===== src/dac_cmd_pkg.sv =====
// constants for the octal converter write command decoder
// assumes a frame assembler upstream delivers whole 24-bit write frames
package dac_cmd_pkg;
  // ==========================================================================
  // frame layout
  localparam int FRAME_W       = 24;
  localparam int CMD_HI        = 23;
  localparam int CMD_LO        = 20;
  localparam int CHAN_HI       = 19;
  localparam int CHAN_LO       = 16;
  localparam int DATA_HI       = 15;
  localparam int DATA_LO       = 4;
  localparam int NUM_CHAN      = 8;
  localparam int DATA_W        = 12;
  // ==========================================================================
  // command and channel codes
  localparam logic [3:0] CMD_LOAD_INPUT  = 4'h0;
  localparam logic [3:0] CMD_UPDATE_DAC  = 4'h1;
  localparam logic [3:0] CMD_LOAD_UPDATE = 4'h3;
  localparam logic [3:0] CHAN_ALL        = 4'hf;
  localparam logic [11:0] DATA_RESET     = 12'h000;
endpackage : dac_cmd_pkg


===== src/dac_cmd_if.sv =====
// interface carrying decoded register strobes from decoder to register bank
// assumes one clock domain shared by both ends
`timescale 1ns/1ns
`default_nettype none
interface dac_cmd_if;
  logic [7:0]  load_input;  // per-channel input register load
  logic [7:0]  load_dac;    // per-channel dac register load
  logic        from_frame;  // dac takes frame data, not input register
  logic [11:0] data;
  modport dec (output load_input, output load_dac, output from_frame, output data);
  modport bank (input load_input, input load_dac, input from_frame, input data);
endinterface : dac_cmd_if
`default_nettype wire


===== src/dac_reg_bank.sv =====
// eight pairs of input and dac registers
// assumes strobes from the decoder on the same clock
`timescale 1ns/1ns
`default_nettype none
module dac_reg_bank
  import dac_cmd_pkg::*;
(
  input  wire logic                     i_ref_clk,
  input  wire logic                     i_rst,
  dac_cmd_if.bank                       cmd,
  output logic [NUM_CHAN*DATA_W-1:0]    o_input_regs,
  output logic [NUM_CHAN*DATA_W-1:0]    o_dac_regs
);
  logic [NUM_CHAN*DATA_W-1:0] in_q, in_d, dac_q, dac_d;

  // ==========================================================================
  // next values per channel
  always_comb begin
    in_d  = in_q;
    dac_d = dac_q;
    for (int i = 0; i < NUM_CHAN; i++) begin
      if (cmd.load_input[i]) begin
        in_d[i*DATA_W +: DATA_W] = cmd.data;
      end
      if (cmd.load_dac[i]) begin
        dac_d[i*DATA_W +: DATA_W] = cmd.from_frame ? cmd.data : in_q[i*DATA_W +: DATA_W];
      end
    end
  end

  // register
  always_ff @(posedge i_ref_clk) begin
    if (i_rst) begin
      in_q  <= {NUM_CHAN{DATA_RESET}};
      dac_q <= {NUM_CHAN{DATA_RESET}};
    end else begin
      in_q  <= in_d;
      dac_q <= dac_d;
    end
  end

  assign o_input_regs = in_q;
  assign o_dac_regs   = dac_q;
endmodule : dac_reg_bank
`default_nettype wire


===== src/octal_dac_write_command_decoder.sv =====
// write command decoder for an eight-channel converter
// assumes i_frame_valid pulses once per complete 24-bit write frame,
// produced by same-clock serial framing logic
// register bank shares the same clock and synchronous reset
// every output comes straight from a flip-flop
// Functional notes
// - cmd 0000, channel 0-7: load that input register only from frame data
// - cmd 0000, channel 1111: load all eight input registers
// - cmd 0000/0001, top channel bit set, not 1111: do nothing
// - cmd 0001, channel 0-7: copy input register to dac register
// - cmd 0001, channel 1111: copy all input registers to dac registers
// - cmd 0011, channel: load input and dac register together
// - data 11:4 in upper byte, 3:0 in lower byte top; low nibble ignored
// - channel codes 0000 and 0001 select channels A and B
`timescale 1ns/1ns
`default_nettype none
module octal_dac_write_command_decoder
  import dac_cmd_pkg::*;
(
  input  wire logic                     i_ref_clk,
  input  wire logic                     i_rst,
  input  wire logic                     i_frame_valid,
  input  wire logic [FRAME_W-1:0]       i_frame,
  output logic                          o_frame_accepted,
  output logic                          o_frame_acted,
  output logic [NUM_CHAN*DATA_W-1:0]    o_input_regs,
  output logic [NUM_CHAN*DATA_W-1:0]    o_dac_regs
);
  dac_cmd_if strobes ();

  // ==========================================================================
  // signals
  // frame fields under their own names
  logic        command_bit_three;
  logic        command_bit_two;
  logic        command_bit_one;
  logic        command_bit_zero;
  logic        channel_select_bit_three;
  logic        channel_select_bit_two;
  logic        channel_select_bit_one;
  logic        channel_select_bit_zero;
  logic [7:0]  upper_data_byte;
  logic [7:0]  lower_data_byte;
  logic [3:0]  command_nibble;
  logic [3:0]  channel_nibble;
  logic [11:0] frame_data;

  // command classes and channel decode
  logic        is_load_input;
  logic        is_update_dac;
  logic        is_load_update;
  logic        is_unsupported;
  logic        chan_all;
  logic        chan_invalid;
  logic [7:0]  one_hot_chan;
  logic [7:0]  chan_mask;

  // strobe state
  logic [7:0]  ld_in_d;
  logic [7:0]  ld_in_q;
  logic [7:0]  ld_dac_d;
  logic [7:0]  ld_dac_q;
  logic        from_frame_d;
  logic        from_frame_q;

  // data state
  logic [11:0] data_d;
  logic [11:0] data_q;

  // status pulse state
  logic        acc_d;
  logic        acc_q;
  logic        act_d;
  logic        act_q;

  // ==========================================================================
  // field extraction
  // command bits in the upper nibble, channel bits below them
  assign command_bit_three        = i_frame[CMD_HI];
  assign command_bit_two          = i_frame[CMD_LO+2];
  assign command_bit_one          = i_frame[CMD_LO+1];
  assign command_bit_zero         = i_frame[CMD_LO];
  assign channel_select_bit_three = i_frame[CHAN_HI];
  assign channel_select_bit_two   = i_frame[CHAN_LO+2];
  assign channel_select_bit_one   = i_frame[CHAN_LO+1];
  assign channel_select_bit_zero  = i_frame[CHAN_LO];

  // the two data bytes as the host sends them
  assign upper_data_byte = i_frame[DATA_HI -: 8];
  assign lower_data_byte = i_frame[DATA_HI-8 -: 8];

  // reassembled fields
  assign command_nibble = {command_bit_three, command_bit_two,
                           command_bit_one, command_bit_zero};
  assign channel_nibble = {channel_select_bit_three, channel_select_bit_two,
                           channel_select_bit_one, channel_select_bit_zero};
  // upper byte gives 11:4, top of lower byte gives 3:0, rest ignored
  assign frame_data     = {upper_data_byte, lower_data_byte[7:4]};

  // ==========================================================================
  // command classes
  always_comb begin
    is_load_input  = 1'b0;
    is_update_dac  = 1'b0;
    is_load_update = 1'b0;
    is_unsupported = 1'b0;
    unique case (command_nibble)
      CMD_LOAD_INPUT:  is_load_input  = 1'b1;
      CMD_UPDATE_DAC:  is_update_dac  = 1'b1;
      CMD_LOAD_UPDATE: is_load_update = 1'b1;
      default:         is_unsupported = 1'b1;
    endcase
  end

  // ==========================================================================
  // channel decode
  // codes 0 to 7 pick channels A to H
  always_comb begin
    one_hot_chan = 8'h00;
    unique case ({channel_select_bit_two, channel_select_bit_one, channel_select_bit_zero})
      3'h0: one_hot_chan = 8'h01; // channel A
      3'h1: one_hot_chan = 8'h02; // channel B
      3'h2: one_hot_chan = 8'h04;
      3'h3: one_hot_chan = 8'h08;
      3'h4: one_hot_chan = 8'h10;
      3'h5: one_hot_chan = 8'h20;
      3'h6: one_hot_chan = 8'h40;
      3'h7: one_hot_chan = 8'h80;
    endcase
  end

  // top channel bit set: only 1111 selects, the rest does nothing
  assign chan_all     = (channel_nibble == CHAN_ALL);
  assign chan_invalid = channel_select_bit_three & ~chan_all;
  assign chan_mask    = chan_invalid ? 8'h00 : (chan_all ? 8'hff : one_hot_chan);

  // ==========================================================================
  // strobes per frame
  always_comb begin
    ld_in_d      = 8'h00;
    ld_dac_d     = 8'h00;
    from_frame_d = 1'b0;
    if (i_frame_valid) begin
      if (is_load_input) begin
        ld_in_d = chan_mask;
      end
      if (is_update_dac) begin
        ld_dac_d = chan_mask;
      end
      if (is_load_update) begin
        ld_in_d      = chan_mask;
        ld_dac_d     = chan_mask;
        from_frame_d = 1'b1;
      end
    end
  end

  // register strobes
  always_ff @(posedge i_ref_clk) begin
    if (i_rst) begin
      ld_in_q      <= 8'h00;
      ld_dac_q     <= 8'h00;
      from_frame_q <= 1'b0;
    end else begin
      ld_in_q      <= ld_in_d;
      ld_dac_q     <= ld_dac_d;
      from_frame_q <= from_frame_d;
    end
  end

  // ==========================================================================
  // data held for the bank
  always_comb begin
    data_d = data_q;
    if (i_frame_valid) begin
      data_d = frame_data;
    end
  end

  // register data
  always_ff @(posedge i_ref_clk) begin
    if (i_rst) begin
      data_q <= DATA_RESET;
    end else begin
      data_q <= data_d;
    end
  end

  // ==========================================================================
  // status pulses
  always_comb begin
    acc_d = i_frame_valid;
    act_d = i_frame_valid & ~is_unsupported & (|chan_mask);
  end

  // register pulses
  always_ff @(posedge i_ref_clk) begin
    if (i_rst) begin
      acc_q <= 1'b0;
      act_q <= 1'b0;
    end else begin
      acc_q <= acc_d;
      act_q <= act_d;
    end
  end

  assign strobes.load_input = ld_in_q;
  assign strobes.load_dac   = ld_dac_q;
  assign strobes.from_frame = from_frame_q;
  assign strobes.data       = data_q;
  assign o_frame_accepted   = acc_q;
  assign o_frame_acted      = act_q;

  // ==========================================================================
  // register bank
  dac_reg_bank u_bank (
    .i_ref_clk    (i_ref_clk),
    .i_rst        (i_rst),
    .cmd          (strobes),
    .o_input_regs (o_input_regs),
    .o_dac_regs   (o_dac_regs)
  );
endmodule : octal_dac_write_command_decoder
`default_nettype wire


===== config.mk =====
export PLATFORM = sky130hd
export DESIGN_NAME = octal_dac_write_command_decoder
export DESIGN_NICKNAME = d
export VERILOG_FILES = /design/src/dac_cmd_pkg.sv /design/src/dac_cmd_if.sv /design/src/dac_reg_bank.sv /design/src/octal_dac_write_command_decoder.sv
export SDC_FILE = /design/constraint.sdc
export NUM_CORES = 1
export LEC_CHECK = 0
export BUFFER_PORTS_ARGS = -buffer_cell sky130_fd_sc_hd__buf_2
export CORE_MARGIN = 2
export CORE_UTILIZATION = 54
export DETAILED_ROUTE_END_ITERATION = 6
export GPL_TIMING_DRIVEN = 0
export PLACE_DENSITY = 0.77
export SYNTH_ARGS = -nofsm -noshare
export SYNTH_HDL_FRONTEND = slang
export SYNTH_SLANG_ARGS = --single-unit

===== constraint.sdc =====
create_clock -name i_ref_clk -period 4.2 [get_ports i_ref_clk]
set_input_delay 1.05 -clock i_ref_clk [delete_from_list [all_inputs] [get_ports i_ref_clk]]
set_output_delay 1.05 -clock i_ref_clk [all_outputs]
set_load 0.05 [all_outputs]

* Yosys cells after proc, flatten, opt, wreduce, memory -nomap -nowiden
Memories as Yosys holds them, arrays and structs flattened.
Index checks and enable logic that the tools add are counted.
** Word-level totals
- Register bits after elaboration :: 223
- Bits of input ports :: 27
- Bits in latches :: 0
- Memory bits (read-only) :: 64
- Bits in writable memories :: 0
- Word-level logic and storage cells :: 53
- Output and inout port bits :: 194
- Memories :: 1
** Operators by class
- Multiplexer cells :: 18
- $mul :: 0
- Equality and inequality tests :: 3
- Shift-type cells :: 0
- $lt $le $gt $ge :: 0
- Reduce and logical (&&, ||, !) cells :: 4
- $add $sub $neg :: 0
- Divide/modulo/power cells :: 0
- Bitwise operators :: 5
** Memory list
- (name not given) :: words 8, bits a word 8, read ports 1, clocked after memory_dff 0, write ports 0, RTL line octal_dac_write_command_decoder.sv:120 : unique case ({channel_select_bit_two, channel_select_bit_one, channel_select_bit_zero})
** Operators with widths (count)
- two-way mux 12 bit :: 8
- two-way mux 8 bit :: 6
- OR reduction 8 bit :: 1
- equality test 4 x 1 -> 1 bit (second input constant) :: 1
- equality test 4 x 2 -> 1 bit (second input constant) :: 1
- equality test 4 bit (second input constant) :: 1
- zero test 4 bit :: 1
- two-way mux 1 bit :: 4
- bitwise AND 1 bit :: 3
- OR reduction 3 bit :: 1
- NOT 1 bit :: 2
- OR reduction 2 bit :: 1

* Logic depth before layout (Yosys ltp)
- Word-level depth :: 6
- Gate-level depth with buffers :: 5
- Gate-level depth less buffers :: 2

* Hierarchy
From an unflattened synthesis, not the netlist that was laid out.
** Unflattened totals
- Cells, all modules :: 856
- Area, all modules :: 9207.6 µm²
** Modules (own cells, without submodules)
- dac_reg_bank :: area an instance 8046.5 µm², cells each 753, times used 1, seq. area each 3843.7 µm²
- octal_dac_write_command_decoder :: area an instance 1161.1 µm², cells each 103, times used 1, seq. area each 620.6 µm²

* Worst setup path before layout
Ideal clock, no wire load.
- Path type :: input to register
- Start :: input i_frame_valid
- End :: register ld_in_q[1]
- Setup time :: 0.086 ns
- Arrival time :: 2.088 ns
- Path slack :: 2.027 ns
- Stages on the path :: 5
- Data required time :: 4.114 ns
- Path buffers :: 3
- Path through :: buf_2 > or4b_1 > buf_4 > buf_6 > a211oi_1
** Between the ends
- Longest elaborated chain between the ends :: 2
** RTL lines
- from (decl) :: RTL line octal_dac_write_command_decoder.sv:22 : input wire logic i_frame_valid,
- NOT 1 bit (no source line)
- OR reduction 2 bit (no source line)
- to (signal assigned) :: RTL line octal_dac_write_command_decoder.sv:165 : ld_in_q <= ld_in_d;
- to (decl) :: RTL line octal_dac_write_command_decoder.sv:60 : logic [7:0] ld_in_q;
Every way passes these cells.
A chain may end at the register's enable or synchronous reset.

* Worst setup path after layout
- Start :: register data_q[5]
- End :: register u_bank.dac_q[89], in the netlist u_bank.o_dac_regs[89]
** Between the ends
- Longest elaborated chain between the ends :: 1
** RTL lines
- from (decl) :: RTL line octal_dac_write_command_decoder.sv:68 : logic [11:0] data_q;
- from (signal assigned) :: RTL line octal_dac_write_command_decoder.sv:185 : data_q <= data_d;
- two-way mux 12 bit :: RTL line dac_reg_bank.sv:26 : dac_d[i*DATA_W +: DATA_W] = cmd.from_frame ? cmd.data : in_q[i*DATA_W +: DATA_W];
- to (signal assigned) :: RTL line dac_reg_bank.sv:35 : dac_q <= {NUM_CHAN{DATA_RESET}};
- to (decl) :: RTL line dac_reg_bank.sv:14 : logic [NUM_CHAN*DATA_W-1:0] in_q, in_d, dac_q, dac_d;
Every way passes these cells.

==> results.py <==
metrics = {
    "clocking": {
        "clk_pin_slew_worst_paths_ns": 0.06,
        "cts_resized": 0,
        "numCtsBuffers": 23,
        "h-tree-depth": 1,
        "cts_tree": "yes",
        "cts-root-buf": "clkbuf_16",
        "cts_hold_buf": 0,
        "cts_sinks": 223,
        "cts_setup_buffers": 0,
        "clockBufferDepth": 3,
        "clk_latency_ns": 0.50,
    },
    "synth": {
        "synth_flop_cell": "dfxtp_1",
        "async_flop_share_pct": 0,
        "synth-edff-count": 0,
        "synth_cell_types": 27,
        "synthesis.area_sq_um": 8400,
        "yosys_register_bits": 223,
        "avgSynthCellArea_sq_um": 9.82,
        "syn_inst": 855,
        "synth_warnings": 0,
        "yosysSeqAreaShare_pct": 53.2,
        "syn-num-nets": 882,
    },
    "placement": {
        "portBuffers": 210,
        "dp_hpwl_um": 17300,
        "dpl_cell_area_sq_um": 9690,
        "gp_congestion": 0.840,
    },
    "min_path": {
        "hold_end": "u_bank.o_dac_regs[55]",
        "holdPathStages": 2,
        "hold_start": "u_bank.o_dac_regs[55]",
        "hold_class": "flop to flop",
    },
    "die": {
        "die_w_um": 129,
        "fp.dieH_um": 129,
        "top_level_ports": 221,
        "rows": 45,
        "die_area_sq_um": 16600,
        "core_sq_um": 15200,
        "initial_core_util_pct": 55.3,
    },
    "run_status": {
        "status": "completed",
    },
    "global_routing": {
        "first_global_vias": 6827,
        "grtUsageTotal_pct": 31.1,
        "antenna_found_initial": 4,
        "grt_max_degree": 14,
        "grt_overflow": 0,
        "grt_pass1_wl_um": 38900,
    },
    "setup_path": {
        "crit_path_start_kind": "flop",
        "required_ns": 4.60,
        "critPathKind": "flop to flop",
        "endpoint_kind": "flop",
        "r2r_start": "data_q[5]",
        "r2r_end": "u_bank.o_dac_regs[89]",
        "r2r_slack_ns": 1.75,
        "reg2reg_depth": 3,
        "crit_fanout": 10,
        "arrival_ns": 2.85,
    },
    "detailed_routing": {
        "drc_errors": 0,
        "drt_iter0_markers": 448,
        "wl_um": 26500,
        "vias": 7432,
        "wire_per_inst_um": 20.5,
        "viasPerCell": 5.74,
        "ant_nets": 0,
        "first_pass_iters": 5,
    },
    "sta": {
        "fin_crit_sh_pct": 58.3,
        "clock.fmax_mhz": 408,
        "tightest_slew_ns": 1.06,
        "maxSlewViolCount": 0,
        "setup-violations-final": 0,
        "setup_tns_ns": 0,
        "clock_skew_ns": 0.00988,
        "hold_viol_final": 0,
        "slew_headroom_pct": 29.3,
        "layout_min_cycle_time_ns": 2.45,
        "rsz0062_at_grt": "false",
    },
    "finish": {
        "seq_area_sq_um": 4460,
        "num-fill-cells": 1268,
        "syn_to_final_growth_pct": 24.4,
        "drive_gt1_share_pct": 24.4,
        "nets": 1117,
        "multi_input_area_sq_um": 3590,
        "postLayoutCellArea_sq_um": 10400,
    },
    "run": {
        "drv_cap": 0,
    },
    "power": {
        "p_leak_nw": 4.06,
        "power_per_cell_area_nw_per_um2": 418,
        "ir_drop_v": 0.000344,
    },
}
==> critical path: stages (launching register included) <==
cell      delay, ns
dfxtp_1        0.30
clkbuf_1       0.78
nand2_1        0.80
a311oi_1       0.46
==> layout by cell type (no fill, tap or decap), drive strengths merged, types with 4 or more instances in the layout <==
cell type,n
nor4,6
a311oi,96
mux2i,108
xor2,4
a211oi,6
nand2b,96
nand2,15
clkbuf,89
nor2,204
dfxtp,223
clkinv,6
buf,230
==> cells by family (layout without fill, tap and decap cells) <==
family                 after synthesis  after routing  share of synthesized area (%)
AO/OA/AOI/OAI                      105            105                           11.1
AND/OR/NAND/NOR                    333            333                           18.4
multiplexers                       108            108                           12.9
other                                0              2                              0
XOR/XNOR                             4              4                          0.417
buffers and inverters               82            331                           4.13
flip-flops                         223            223                           53.2
==> report_power, final <==
part / total (mW) / internal, mW / switching [mW]
clock: 2.05 / 1.24 / 0.813
combinational: 0.180 / 0.0431 / 0.137
sequential: 2.13 / 2.13 / 0.00583
total: 4.37 / 3.41 / 0.956
==> cell usage after synthesis (2+ instances only) <==
cell type / count / area share, %
a2111oi_2: 2 / 0.36
a211oi_1: 6 / 0.54
a311oi_1: 96 / 10
buf_1: 3 / 0.13
buf_2: 14 / 0.83
buf_6: 2 / 0.27
clkbuf_1: 57 / 2.5
clkbuf_2: 2 / 0.12
dfxtp_1: 223 / 53
inv_1: 2 / 0.089
mux2i_1: 108 / 13
nand2_1: 15 / 0.67
nand2b_1: 96 / 7.2
nand3_1: 2 / 0.12
nor2_1: 204 / 9.1
nor3_1: 3 / 0.18
nor4_1: 6 / 0.45
or4b_2: 2 / 0.24
xor2_1: 4 / 0.42
==> cell type report <==
cell class	instances	area share, %
Sequential cell	223	42.7
Clock inverter	9	1.19
Antenna cell	2	0.0479
Inverter	3	0.108
Tap cell	188	2.25
Clock buffer	30	6.05
Multi-Input combinational cell	550	34.4
Buffer	79	3.21
Timing Repair Buffer	210	10.1
==> metrics by stage <==
step / util (%) / setup slack, ns / hold WS [ns] / power, mW / cells
global placement: 63.7 / 1.74 / 0.471 / 2.36 / 1253
global route: 68.7 / 1.67 / 0.498 / 4.47 / 1294
detailed placement: 63.7 / 1.77 / 0.473 / 2.36 / 1253
floorplan: - / 2.03 / 0.523 / 2.29 / 855
finish: 68.7 / 1.75 / 0.476 / 4.37 / 1294
CTS: 68.7 / 1.80 / 0.481 / 4.37 / 1292
==> routing by layer <==
metal | vias to the layer above | routed length (um) | GRT usage [%]
li1 | 3457 | - | -
met1 | 3547 | 10800 | 41.7
met2 | 354 | 12400 | 50.3
met3 | 72 | 2180 | 5.36
met4 | 2 | 1070 | 12.7
met5 | - | 19 | 0
==> worst max-delay path by stage <==
stage	from	to	depth (start not counted)
6_report	data_q[5]	u_bank.o_dac_regs[89]	3
3_3_place_gp	i_frame_valid	ld_dac_q[6]	4
3_5_place_dp	i_rst	u_bank.o_input_regs[86]	4
4_1_cts	data_q[6]	u_bank.o_dac_regs[30]	3
5_1_grt	from_frame_q	u_bank.o_dac_regs[66]	5
2_1_floorplan	i_frame_valid	ld_in_q[1]	5
==> registers in the layout, summed over array words and instances (netlist names) <==
register             count
u_bank.o_dac_regs       96
o_frame_acted            1
ld_dac_q                 8
o_frame_accepted         1
from_frame_q             1
ld_in_q                  8
data_q                  12
u_bank.o_input_regs     96
(Power assumes the default switching activity.)
